===== config.mk =====
export PLATFORM = sky130hd
export DESIGN_NAME = mipd_dispatch
export DESIGN_NICKNAME = d
export VERILOG_FILES = /design/src/hdl/mipd_pkg.sv /design/src/hdl/mipd_pin_sampler.sv /design/src/hdl/mipd_arbiter.sv /design/src/hdl/mipd_dispatch.sv
export SDC_FILE = /design/constraint.sdc
export NUM_CORES = 1
export LEC_CHECK = 0
export BUFFER_PORTS_ARGS = -buffer_cell sky130_fd_sc_hd__buf_4
export CORE_MARGIN = 3
export CORE_UTILIZATION = 50
export DETAILED_ROUTE_END_ITERATION = 6
export GPL_TIMING_DRIVEN = 0
export PLACE_DENSITY_LB_ADDON = 0.15
export SLEW_MARGIN = 30
export SYNTH_ARGS = -nofsm -noshare
export SYNTH_HDL_FRONTEND = slang
export SYNTH_SLANG_ARGS = --single-unit

===== constraint.sdc =====
create_clock -name clk_in -period 5.8 [get_ports clk_in]
set_input_delay 0.58 -clock clk_in [delete_from_list [all_inputs] [get_ports clk_in]]
set_output_delay 0.58 -clock clk_in [all_outputs]
set_load 0.005 [all_outputs]

===== src/hdl/mipd_pkg.sv =====
// ==========================================================================
// Shared constants, carriers and helpers of the interrupt dispatcher
package mipd_pkg;

  // ========================================================================
  // Special function register addresses
  localparam logic [7:0] MIPD_ADDR_TIMER_CONTROL_BITS = 8'h88;
  localparam logic [7:0] MIPD_ADDR_SCON = 8'h98;
  localparam logic [7:0] MIPD_ADDR_IE   = 8'ha8;
  localparam logic [7:0] MIPD_ADDR_IPH  = 8'hb7;
  localparam logic [7:0] MIPD_ADDR_IP   = 8'hb8;

  // ========================================================================
  // Field positions and implemented-bit masks
  localparam int         MIPD_TC_IT0    = 0;
  localparam int         MIPD_TC_IE0    = 1;
  localparam int         MIPD_TC_IT1    = 2;
  localparam int         MIPD_TC_IE1    = 3;
  localparam int         MIPD_TC_TF0    = 5;
  localparam int         MIPD_TC_TF1    = 7;
  localparam int         MIPD_SC_RI     = 0;
  localparam int         MIPD_SC_TI     = 1;
  localparam int         MIPD_EN_GLOBAL = 7;
  localparam logic [7:0] MIPD_EN_MASK   = 8'h9f;
  localparam logic [7:0] MIPD_PRIO_MASK = 8'h1f;

  // Source positions, also the polling order
  localparam logic [2:0] MIPD_SRC_EXT0  = 3'h0;
  localparam logic [2:0] MIPD_SRC_TMR0  = 3'h1;
  localparam logic [2:0] MIPD_SRC_EXT1  = 3'h2;
  localparam logic [2:0] MIPD_SRC_TMR1  = 3'h3;

  // Reset values and vector layout
  localparam logic [7:0]  MIPD_REG_RST  = 8'h00;
  localparam logic [15:0] MIPD_VEC_BASE = 16'h0003;

  // ========================================================================
  // Carriers
  typedef struct packed {
    logic       wr;
    logic [7:0] addr;
    logic [7:0] wdata;
  } mipd_sfr_req_t;

  typedef struct packed {
    logic tick;
    logic last_cycle;
    logic return_from_interrupt;
  } mipd_core_t;

  typedef struct packed {
    logic t0_roll;
    logic t1_roll;
    logic rx_done;
    logic tx_done;
  } mipd_evt_t;

  typedef struct packed {
    logic        long_subroutine_call;
    logic [15:0] vector;
  } mipd_call_t;

  typedef struct packed {
    logic seen_high;
  } mipd_smp_t;

  typedef struct packed {
    logic [7:0] ie;
    logic [7:0] ip;
    logic [7:0] irq_priority_high_bits;
    logic       it0;
    logic       it1;
    logic       ie0;
    logic       ie1;
    logic       tf0;
    logic       tf1;
    logic       ri;
    logic       ti;
    logic [4:0] smp;
    logic [3:0] act;
    logic       blk;
    mipd_call_t call;
    logic [7:0] rdata;
  } mipd_state_t;

  // ========================================================================
  // Helpers
  function automatic logic [1:0] mipd_level(input logic hi, input logic lo);
    return {hi, lo};
  endfunction

  function automatic logic [15:0] mipd_vector(input logic [2:0] idx);
    return MIPD_VEC_BASE + {10'h000, idx, 3'h0};
  endfunction

endpackage


===== src/hdl/mipd_pin_sampler.sv =====
`timescale 1ns/1ns
// ==========================================================================
// Machine-cycle sampler for one external request pin
module mipd_pin_sampler
  import mipd_pkg::*;
(
  input  wire logic clk_in,
  input  wire logic sys_rst_in,
  input  wire logic tick_in,
  input  wire logic pin_in,
  output logic      fall_out,
  output logic      low_out
);

  mipd_smp_t s_q;
  mipd_smp_t s_d;

  // Keep the previous machine-cycle sample only
  always_comb begin
    s_d = s_q;
    if (tick_in) begin
      s_d.seen_high = pin_in;
    end
  end

  // Reset to low so a pin already low gives no false edge
  always_ff @(posedge clk_in) begin
    if (sys_rst_in) begin
      s_q <= '0;
    end else begin
      s_q <= s_d;
    end
  end

  // High in one sample and low in the next
  assign fall_out = tick_in & s_q.seen_high & ~pin_in;
  assign low_out  = tick_in & ~pin_in;

endmodule


===== src/hdl/mipd_arbiter.sv =====
`timescale 1ns/1ns
// ==========================================================================
// Picks the highest level, then the earliest source in polling order
module mipd_arbiter
  import mipd_pkg::*;
(
  input  wire logic [4:0] req_in,
  input  wire logic [4:0] prio_hi_in,
  input  wire logic [4:0] prio_lo_in,
  output logic            valid_out,
  output logic [2:0]      idx_out,
  output logic [1:0]      level_out
);

  // Walk from the last source back; ties go to the earlier source
  always_comb begin
    logic [1:0] lvl;
    lvl       = 2'h0;
    valid_out = 1'b0;
    idx_out   = 3'h0;
    level_out = 2'h0;
    for (int i = 4; i >= 0; i--) begin
      lvl = mipd_level(prio_hi_in[i], prio_lo_in[i]);
      if (req_in[i] && (!valid_out || lvl >= level_out)) begin
        valid_out = 1'b1;
        idx_out   = 3'(i);
        level_out = lvl;
      end
    end
  end

endmodule


===== src/hdl/mipd_dispatch.sv =====
`timescale 1ns/1ns
// ==========================================================================
module mipd_dispatch
  import mipd_pkg::*;
(
  input  wire logic    clk_in,
  input  wire logic    sys_rst_in,
  input  mipd_core_t   core_in,
  input  mipd_sfr_req_t sfr_in,
  input  mipd_evt_t    periph_in,
  input  wire logic    ext_irq_pin_0_in,
  input  wire logic    ext_irq_pin_1_in,
  output logic [7:0]   sfr_rdata_out,
  output mipd_call_t   call_out,
  output logic [3:0]   in_service_out
);

  // ========================================================================
  // Declarations
  mipd_state_t s_q;
  mipd_state_t s_d;
  logic        fall0;
  logic        fall1;
  logic        low0;
  logic        low1;
  logic [4:0]  req;
  logic        win_valid;
  logic [2:0]  win_idx;
  logic [1:0]  win_lvl;
  logic        ctrl_wr;
  logic        blk_now;
  logic        lvl_block;
  logic        take;

  // Mask of levels at or above a given level
  function automatic logic [3:0] at_or_above(input logic [1:0] lvl);
    return 4'hf << lvl;
  endfunction

  // Index of the highest level in service
  function automatic logic [1:0] top_level(input logic [3:0] act);
    logic [1:0] top;
    top = 2'h0;
    for (int l = 0; l < 4; l++) begin
      if (act[l]) begin
        top = 2'(l);
      end
    end
    return top;
  endfunction

  // ========================================================================
  // External pin samplers
  mipd_pin_sampler u_pin0 (
    .clk_in     (clk_in),
    .sys_rst_in (sys_rst_in),
    .tick_in    (core_in.tick),
    .pin_in     (ext_irq_pin_0_in),
    .fall_out   (fall0),
    .low_out    (low0)
  );

  mipd_pin_sampler u_pin1 (
    .clk_in     (clk_in),
    .sys_rst_in (sys_rst_in),
    .tick_in    (core_in.tick),
    .pin_in     (ext_irq_pin_1_in),
    .fall_out   (fall1),
    .low_out    (low1)
  );

  // ========================================================================
  // Request selection
  // Only samples taken at the previous tick are polled
  assign req = s_q.smp & s_q.ie[4:0] & {5{s_q.ie[MIPD_EN_GLOBAL]}};

  mipd_arbiter u_arb (
    .req_in     (req),
    .prio_hi_in (s_q.irq_priority_high_bits[4:0]),
    .prio_lo_in (s_q.ip[4:0]),
    .valid_out  (win_valid),
    .idx_out    (win_idx),
    .level_out  (win_lvl)
  );

  // Writes to enable or priority registers hold off vectoring
  assign ctrl_wr = sfr_in.wr & (sfr_in.addr == MIPD_ADDR_IE ||
                                sfr_in.addr == MIPD_ADDR_IP ||
                                sfr_in.addr == MIPD_ADDR_IPH);
  assign blk_now = s_q.blk | core_in.return_from_interrupt | ctrl_wr;

  // A level already in service at or above the winner blocks it
  assign lvl_block = |(s_q.act & at_or_above(win_lvl));

  // Vector only at the poll of an instruction's final cycle
  assign take = core_in.tick & core_in.last_cycle & win_valid &
                ~blk_now & ~lvl_block;

  // ========================================================================
  // Next state
  always_comb begin
    s_d            = s_q;
    s_d.call.long_subroutine_call = 1'b0;

    // Software writes; every request flag is writable
    if (sfr_in.wr) begin
      case (sfr_in.addr)
        MIPD_ADDR_IE: begin
          s_d.ie = sfr_in.wdata & MIPD_EN_MASK;
        end
        MIPD_ADDR_IP: begin
          s_d.ip = sfr_in.wdata & MIPD_PRIO_MASK;
        end
        MIPD_ADDR_IPH: begin
          s_d.irq_priority_high_bits = sfr_in.wdata & MIPD_PRIO_MASK;
        end
        MIPD_ADDR_TIMER_CONTROL_BITS: begin
          s_d.it0 = sfr_in.wdata[MIPD_TC_IT0];
          s_d.it1 = sfr_in.wdata[MIPD_TC_IT1];
          s_d.ie0 = sfr_in.wdata[MIPD_TC_IE0];
          s_d.ie1 = sfr_in.wdata[MIPD_TC_IE1];
          s_d.tf0 = sfr_in.wdata[MIPD_TC_TF0];
          s_d.tf1 = sfr_in.wdata[MIPD_TC_TF1];
        end
        MIPD_ADDR_SCON: begin
          s_d.ri = sfr_in.wdata[MIPD_SC_RI];
          s_d.ti = sfr_in.wdata[MIPD_SC_TI];
        end
        default: begin
          s_d.rdata = s_d.rdata;
        end
      endcase
    end

    // Return from a routine releases its level; execution then resumes
    if (core_in.return_from_interrupt && (s_q.act != 4'h0)) begin
      s_d.act[top_level(s_q.act)] = 1'b0;
    end

    // Issue the call; the core pushes only the program counter
    if (take) begin
      s_d.call.long_subroutine_call        = 1'b1;
      s_d.call.vector       = mipd_vector(win_idx);
      s_d.act[win_lvl]      = 1'b1;
      if (win_idx == MIPD_SRC_EXT0 && s_q.it0) begin
        s_d.ie0 = 1'b0;
      end
      if (win_idx == MIPD_SRC_EXT1 && s_q.it1) begin
        s_d.ie1 = 1'b0;
      end
      if (win_idx == MIPD_SRC_TMR0) begin
        s_d.tf0 = 1'b0;
      end
      if (win_idx == MIPD_SRC_TMR1) begin
        s_d.tf1 = 1'b0;
      end
    end

    // Hardware sets come last so a set beats any clear
    if (core_in.tick && !s_q.it0) begin
      s_d.ie0 = low0;
    end else if (fall0) begin
      s_d.ie0 = 1'b1;
    end
    if (core_in.tick && !s_q.it1) begin
      s_d.ie1 = low1;
    end else if (fall1) begin
      s_d.ie1 = 1'b1;
    end
    if (periph_in.t0_roll) begin
      s_d.tf0 = 1'b1;
    end
    if (periph_in.t1_roll) begin
      s_d.tf1 = 1'b1;
    end
    if (periph_in.rx_done) begin
      s_d.ri = 1'b1;
    end
    if (periph_in.tx_done) begin
      s_d.ti = 1'b1;
    end

    // Latch flags once per machine cycle for the next poll
    if (core_in.tick) begin
      s_d.smp = {s_q.ri | s_q.ti, s_q.tf1, s_q.ie1, s_q.tf0, s_q.ie0};
    end

    // Hold-off lasts until the blocked instruction has finished
    s_d.blk = blk_now & ~(core_in.tick & core_in.last_cycle);

    // Read data follows the address one cycle later
    case (sfr_in.addr)
      MIPD_ADDR_IE:   s_d.rdata = s_q.ie;
      MIPD_ADDR_IP:   s_d.rdata = s_q.ip;
      MIPD_ADDR_IPH:  s_d.rdata = s_q.irq_priority_high_bits;
      MIPD_ADDR_TIMER_CONTROL_BITS: s_d.rdata = {s_q.tf1, 1'b0, s_q.tf0, 1'b0,
                                   s_q.ie1, s_q.it1, s_q.ie0, s_q.it0};
      MIPD_ADDR_SCON: s_d.rdata = {6'h00, s_q.ti, s_q.ri};
      default:        s_d.rdata = MIPD_REG_RST;
    endcase
  end

  // ========================================================================
  // State register
  always_ff @(posedge clk_in) begin
    if (sys_rst_in) begin
      s_q <= '0;
    end else begin
      s_q <= s_d;
    end
  end

  // ========================================================================
  // Outputs
  assign sfr_rdata_out  = s_q.rdata;
  assign call_out       = s_q.call;
  assign in_service_out = s_q.act;

  // ========================================================================
  // Checks
  a_call_final_cycle: assert property (
    @(posedge clk_in) disable iff (sys_rst_in)
    s_q.call.long_subroutine_call |-> $past(core_in.tick) && $past(core_in.last_cycle))
    else $error("Call issued outside a final instruction cycle");

  a_call_enabled: assert property (
    @(posedge clk_in) disable iff (sys_rst_in)
    s_q.call.long_subroutine_call |-> $past(s_q.ie[MIPD_EN_GLOBAL]))
    else $error("Call issued with global enable clear");

  a_vector_fixed: assert property (
    @(posedge clk_in) disable iff (sys_rst_in)
    s_q.call.long_subroutine_call |-> (s_q.call.vector[2:0] == 3'h3) && (s_q.call.vector <= 16'h0023))
    else $error("Vector outside the fixed table");

  a_return_from_interrupt_holdoff: assert property (
    @(posedge clk_in) disable iff (sys_rst_in)
    (core_in.return_from_interrupt || ctrl_wr) |=> !s_q.call.long_subroutine_call)
    else $error("Call issued during return or control write");

  a_edge_clear: assert property (
    @(posedge clk_in) disable iff (sys_rst_in)
    (s_q.call.long_subroutine_call && s_q.call.vector == 16'h0003 && $past(s_q.it0) &&
     !$past(fall0) && !$past(sfr_in.wr)) |-> !s_q.ie0)
    else $error("Edge flag kept after vectoring");

  a_timer_clear: assert property (
    @(posedge clk_in) disable iff (sys_rst_in)
    (s_q.call.long_subroutine_call && s_q.call.vector == 16'h000b && !$past(periph_in.t0_roll) &&
     !$past(sfr_in.wr)) |-> !s_q.tf0)
    else $error("Timer flag kept after vectoring");

  a_serial_kept: assert property (
    @(posedge clk_in) disable iff (sys_rst_in)
    (s_q.ri && !sfr_in.wr) |=> s_q.ri)
    else $error("Receive flag cleared without software");

  a_nest_rises: assert property (
    @(posedge clk_in) disable iff (sys_rst_in)
    s_q.call.long_subroutine_call |-> (s_q.act > $past(s_q.act)) && !$past(core_in.return_from_interrupt))
    else $error("Call did not raise the in-service level");

  a_level_follows: assert property (
    @(posedge clk_in) disable iff (sys_rst_in)
    (core_in.tick && !s_q.it0) |=> (s_q.ie0 == $past(low0)))
    else $error("Level flag does not follow the pin");

  a_edge_sets: assert property (
    @(posedge clk_in) disable iff (sys_rst_in)
    (fall1 && s_q.it1) |=> s_q.ie1)
    else $error("Falling edge did not set the flag");

  a_timer_sets: assert property (
    @(posedge clk_in) disable iff (sys_rst_in)
    periph_in.t0_roll |=> s_q.tf0)
    else $error("Rollover did not set the timer flag");

  a_poll_held: assert property (
    @(posedge clk_in) disable iff (sys_rst_in)
    !core_in.tick |=> $stable(s_q.smp))
    else $error("Samples changed between machine cycles");

  a_serial_sampled: assert property (
    @(posedge clk_in) disable iff (sys_rst_in)
    (s_q.call.long_subroutine_call && s_q.call.vector == 16'h0023) |-> $past(s_q.smp[4]))
    else $error("Serial call without a sampled serial flag");

  a_source_enabled: assert property (
    @(posedge clk_in) disable iff (sys_rst_in)
    (s_q.call.long_subroutine_call && s_q.call.vector == 16'h000b) |-> $past(s_q.ie[1]))
    else $error("Timer call with its enable clear");

  a_release_top: assert property (
    @(posedge clk_in) disable iff (sys_rst_in)
    (core_in.return_from_interrupt && s_q.act != 4'h0) |=> (s_q.act < $past(s_q.act)))
    else $error("Return did not release a level");

  a_call_single: assert property (
    @(posedge clk_in) disable iff (sys_rst_in)
    s_q.call.long_subroutine_call |=> !s_q.call.long_subroutine_call)
    else $error("Call lasted more than one cycle");

  a_prio_unused: assert property (
    @(posedge clk_in) disable iff (sys_rst_in)
    (s_q.ip[7:5] == 3'h0) && (s_q.irq_priority_high_bits[7:5] == 3'h0))
    else $error("Reserved priority bits were stored");

endmodule


Yosys cells after proc, flatten, opt, wreduce, memory -nomap -nowiden
Index checks and enable logic that the tools add are counted.
- register bits: 61
- latch bits: 0
- memory bits (writable): 0
- bits in read-only memories: 0
- input port bits: 28
- output and inout bits: 29
- logic and storage cells: 142
- memories kept: 0
- add/sub/neg operators: 1
- multiply operators: 0
- div/mod/pow operators: 0
- order comparisons: 8
- equality and inequality tests: 8
- shift operators: 1
- mux-type cells: 43
- bitwise logic cells: 26
- reduce and logical (&&, ||, !) cells: 36
- operators by type and width (kind ; count):
    $eq A8 B8 Y1 const B ; 5
    $pmux W8 S5 ; 1
    $mux W1 ; 20
    $mux W2 ; 9
    $mux W17 ; 1
    $mux W4 ; 4
    $mux W3 ; 5
    $and A1 B1 Y1 ; 12
    $reduce_and A2 Y1 ; 6
    $logic_and A1 B1 Y1 ; 11
    $and A5 B5 Y5 ; 2
    $and A4 B4 Y4 ; 2
    $ge A2 B2 Y1 ; 4
    $reduce_bool A2 Y1 ; 4
    $add A2 B6 Y7 const A ; 1
    $eq A3 B2 Y1 const B ; 2
    $logic_not A1 Y1 ; 6
    $logic_or A1 B1 Y1 ; 6
    $lt A2 B3 Y1 const B ; 2
    $mux W6 ; 1
    $not A1 Y1 ; 5
    $demux W1 S2 ; 2
    $ge A2 B1 Y1 const B ; 2
    $not A4 Y4 ; 1
    7 further kinds ; 9

Depth between registers and ports, before layout
- depth in word-level cells: 27
- gate-level depth with buffers: 29
- mapped depth without buffers: 28

Hierarchy
A second synthesis with hierarchy kept.
- cells, all modules: 337
- area total of the unflattened synthesis: 2879.0 µm²
- by module, submodules not included (module ; times used ; cells each ; area an instance (µm²) ; sequential area each (µm²)):
    mipd_dispatch ; 1 ; 263 ; 2297.2 ; 920.9
    mipd_arbiter ; 1 ; 64 ; 474.2 ; 0.0
    mipd_pin_sampler ; 2 ; 5 ; 53.8 ; 20.0

Worst setup path before layout
Ideal clock, no wire load.
- path type: register to register
- start: register s_q[63] in the netlist's numbering
- end: register s_q, in the netlist call_out[4]
- setup time: 0.121 ns
- arrival time: 5.713 ns
- required time: 5.679 ns
- path slack: -0.035 ns
- cell stages (with the launch flop): 30
- buffers on the path: 1
- clock period less this slack: 5.835 ns
- cells stage by stage: dfxtp_1 > nand2_1 > nor3_1 > ha_1 > nand2b_1 > a211oi_2 > o22ai_1 > and2_1 > ha_1 > nand2b_4 > a211o_1 > a21oi_1 > nand2_1 > o21ai_0 > ha_1 > nand2b_1 > a221oi_1 > nor2_1 > a221oi_2 > a21oi_1 > ha_1 > nand2b_1 > a21oi_1 > a21o_1 > o21ai_0 > o21ai_2 > o211a_4 > and2_4 > buf_6 > mux2_4
- cells in the longest elaborated chain, start to end: 24
- elaborated cells on any way between the ends: 40
- those cells by class: add/sub: 1; order compare: 4; shift: 1; mux: 14; bitwise: 7; reduce/logical: 13
- RTL lines (what ; line ; source):
    start: declaration ; mipd_dispatch.sv:20 ; mipd_state_t s_q;
    start signal: assignment ; mipd_dispatch.sv:207 ; s_q <= '0;
    start signal: assignment ; mipd_dispatch.sv:209 ; s_q <= s_d;
    $and A5 B5 Y5 (*) (2 in series) ; mipd_dispatch.sv:75 ; assign req = s_q.smp & s_q.ie[4:0] & {5{s_q.ie[MIPD_EN_GLOBAL]}};
    $mux W2 / $mux W1 (equally long branches) ; mipd_arbiter.sv:24 ; if (req_in[i] && (!valid_out || lvl >= level_out)) begin
    $ge A2 B2 Y1 / $logic_not A1 Y1 (equally long branches) ; mipd_arbiter.sv:24 ;
    $logic_or A1 B1 Y1 ; mipd_arbiter.sv:24 ;
    $logic_and A1 B1 Y1 ; mipd_arbiter.sv:24 ;
    $mux W2 / $mux W1 (equally long branches) ; mipd_arbiter.sv:24 ;
    $ge A2 B2 Y1 / $logic_not A1 Y1 (equally long branches) ; mipd_arbiter.sv:24 ;
    $logic_or A1 B1 Y1 ; mipd_arbiter.sv:24 ;
    (+7 left out) ; n/a ;
    $logic_or A1 B1 Y1 ; mipd_arbiter.sv:24 ;
    $logic_and A1 B1 Y1 ; mipd_arbiter.sv:24 ;
    $mux W2 ; mipd_arbiter.sv:24 ;
    $shl A4 B2 Y4 ; mipd_dispatch.sv:37 ; return 4'hf << lvl;
    $and A4 B4 Y4 ; mipd_dispatch.sv:93 ; assign lvl_block = |(s_q.act & at_or_above(win_lvl));
    $reduce_or A4 Y1 ; mipd_dispatch.sv:93 ;
    $not A1 Y1 ; mipd_dispatch.sv:97 ; ~blk_now & ~lvl_block;
    $and A1 B1 Y1 ; mipd_dispatch.sv:97 ;
Mark *: on every way between the ends. The rest lies on a longest branch, timed or not.
A chain may end at the register's enable or synchronous reset.

Final worst setup path
- start: register s_q[66] in the netlist's numbering
- end: register s_q, in the netlist call_out[4]
- cells in the longest elaborated chain, start to end: 23
- elaborated cells on any way between the ends: 39
- those cells by class: add/sub: 1; order compare: 4; shift: 1; mux: 14; bitwise: 6; reduce/logical: 13
- RTL lines (what ; line):
    $and A5 B5 Y5 (*) ; mipd_dispatch.sv:75
    $mux W2 / $mux W1 (equally long branches) ; mipd_arbiter.sv:24
    $ge A2 B2 Y1 / $logic_not A1 Y1 (equally long branches) ; mipd_arbiter.sv:24
    $logic_or A1 B1 Y1 ; mipd_arbiter.sv:24
    $logic_and A1 B1 Y1 ; mipd_arbiter.sv:24
    $mux W2 / $mux W1 (equally long branches) ; mipd_arbiter.sv:24
    $ge A2 B2 Y1 / $logic_not A1 Y1 (equally long branches) ; mipd_arbiter.sv:24
    $logic_or A1 B1 Y1 ; mipd_arbiter.sv:24
    (+7 left out) ; n/a
    $logic_or A1 B1 Y1 ; mipd_arbiter.sv:24
    $logic_and A1 B1 Y1 ; mipd_arbiter.sv:24
    $mux W2 ; mipd_arbiter.sv:24
    $shl A4 B2 Y4 ; mipd_dispatch.sv:37
    $and A4 B4 Y4 ; mipd_dispatch.sv:93
    $reduce_or A4 Y1 ; mipd_dispatch.sv:93
    $not A1 Y1 ; mipd_dispatch.sv:97
    $and A1 B1 Y1 ; mipd_dispatch.sv:97
Marked as above.

==> results.cfg <==
[job]
drv_cap = 0

[power_and_ir_drop]
power_density_mw_per_mm2 = 167.6
peakVddDrop_uv = 158.8
total_power_w = 0.0006302
p_leak_nw = 1.727

[setup_path]
end_kind = flop
arrival_ns = 5.99
critPathMaxStageDelay_ns = 0.40
r2r_start = s_q[66]
r2r_slack_ns = 0.003
ff2ff_path_depth = 28
cp.required_ns = 5.99
cpMaxStageDelayCell = dfxtp_4
startpoint_type = flop
critical_path_class = flop to flop
cp_max_fo = 6
reg2reg_to = call_out[4]

[finish]
syn2layout_area_growth_pct = 34.87
fin_area_mm2 = 0.003760
layout_commonest_cell = buf_4
diodes = 0
drive_gt1_share_pct = 36.75
fin_nets = 456
layout_common_cells = buf_4 (98), dfxtp_1 (44), nor2_1 (35), nand2_1 (27), nand3_1 (21)

[sta]
setup_tns_ns = 0
grt_setup_unrepaired = yes
fin_ws_ns = 0.003026
slew_viol_final = 0
worst_slew_pin_slew_ns = 0.8870
clock.fmax_ghz = 0.1725
period_minus_slack_ns = 5.797
finalHoldViolCount = 0
slew_headroom_pct = 40.72
setup_viol = 0
clock_skew_ns = 0.006691
fin_crit_sh_pct = 99.95

[floorplan]
ios = 57
die_area_mm2 = 0.006508
coreArea_mm2 = 0.005238
die_h_um = 80.67
start_util_pct = 53.23
rows = 26
die_w_um = 80.67

[placement]
placed_area_mm2 = 0.003228
io_buffers = 41
pre_cts_ws_ns = -0.8348
post-dp-hpwl_mm = 5.462
gp_congestion = 0.9540

[global_routing]
antenna_found_initial = 0
grt_pass1_vias = 2567
grt_usage_pct = 24.92
grt_first_pass_wirelength_mm = 12.39
grt_overflow_total = 0
grt_start_max_net_pins = 14

[synthesis]
synth_ff_type = dfxtp_1
synth_edf_count = 0
synthArstFlopShare_pct = 0
ys.warnings.count = 0
synth-seq-cells = 48
syn_area_mm2 = 0.002788
ys_seq_area_share_pct = 34.47
synth.avg_cell_area_um2 = 8.422
synth_top_area_share_pct = 34.47
synth.distinct_cells = 58
yosysTopAreaCell = dfxtp_1
postSynthCellCount = 331
synth_area_leaders = dfxtp_1 (34%), buf_4 (7.8%), mux2i_1 (7.2%), nor2_1 (4.8%), nand2_1 (4.0%)

[route]
vias = 2814
wirelength_mm = 8.297
drt_iter0_markers = 293
postRouteAntennaNets = 0
route.detailed.drc = 0
dr.pass1.iters = 5
viasPerCell = 5.755
wl_per_cell_um = 16.97

[worst_hold_path]
holdCritStartpoint = s_q[42]
hold_class = flop to flop
hold_end = s_q[42]
whs_path_depth = 2

[cts]
cts_tree = done
h-tree-depth = 2
insertion_delay_ns = 0.30
path_clk_slew_ns = 0.08
cts-root-buf = clkbuf_8
ctsLongestPathBuffers = 2
numClockSinks = 48
cts_inserted_buffers = 5

[status]
status = finished clean
==> kinds of logic after synthesis <==
logic type	Yosys count	synth area share, %
AO/OA/AOI/OAI	69	18.27
other	1	0.1345
buffers and inverters	56	11.98
AND/OR/NAND/NOR	125	22.62
multiplexers	24	8.931
adder cells (fa/ha/maj)	8	3.591
flip-flops	48	34.47
==> synth_stat cells (6+ instances only) <==
cell type and count:
inv_1 14, dfxtp_1 48, mux2i_1 20, buf_4 29, a21oi_1 21, clkbuf_1 10
nand3_1 21, nand2_1 30, nor2_1 36, nand2b_1 7, ha_1 8, o21ai_0 6
==> registers in the layout (all words and copies together), names as in the netlist <==
name and cells:
in_service_out 4, s_q 30, u_pin1.s_q 1, call_out 5
u_pin0.s_q 1, sfr_rdata_out 7
==> power breakdown <==
group	total (W)	switching, W	internal (W)	leakage, nW
logic	0.0000574	0.0000291	0.0000284	1.28
clock network	0.000232	0.000108	0.000124	0.0501
registers	0.000341	0.00000639	0.000335	0.392
==> metal layers <==
layer  wire length (µm)  track usage, %
met1               3387           33.06
met4                309           11.15
met2               3896           39.07
met5                  0               0
met3                704           4.709
==> per-stage QoR <==
step           utilization, %  cells  hold WS [ns]
2_1_floorplan               -    342        0.4363
3_3_place_gp            61.63    453        0.4444
3_5_place_dp            61.63    453        0.4504
4_1_cts                 65.96    469        0.4618
5_1_grt                 71.79    489        0.4989
6_report                71.79    489        0.4655
==> how the worst max path moves through the flow <==
| stage | start | end | slack, ns |
|---|---|---|---|
| global route | s_q[66] | in_service_out[0] | -0.26 |
| detailed placement | s_q[66] | call_out[4] | -0.83 |
| finish | s_q[66] | call_out[4] | 0.003 |
| floorplan | s_q[63] | call_out[4] | 0.04 |
| CTS | s_q[63] | call_out[4] | 0.005 |
| global placement | s_q[66] | call_out[4] | -0.77 |
==> critical path: cells and delay by family, from the launching register on <==
family | cells | cell delay, ns
buffers and inverters | 1 | 0.12
AND/OR/NAND/NOR | 10 | 1.42
flip-flops | 1 | 0.40
multiplexers | 1 | 0.29
AO/OA/AOI/OAI | 12 | 2.28
adder cells (fa/ha/maj) | 4 | 1.17
==> layout make-up <==
cell class                      count  area, µm²
Multi-Input combinational cell    238       1709
Fill cell                         400       1478
Sequential cell                    48      973.4
Timing Repair Buffer               72      551.8
Buffer                             41      281.5
Tap cell                           70      87.58
Clock buffer                        5      68.82
Inverter                           14      57.56
Clock inverter                      1      30.03
==> timing repair <==
action | 4_1_cts | 5_1_grt
buffers inserted | 10 | 21
hold buffers | 0 | 0
gates resized for setup | 18 | 32
pin swaps | 9 | 19
endpoints found under the setup margin | 13 | 13
endpoints found under the hold margin | 0 | 0
(Power assumes the default switching activity.)
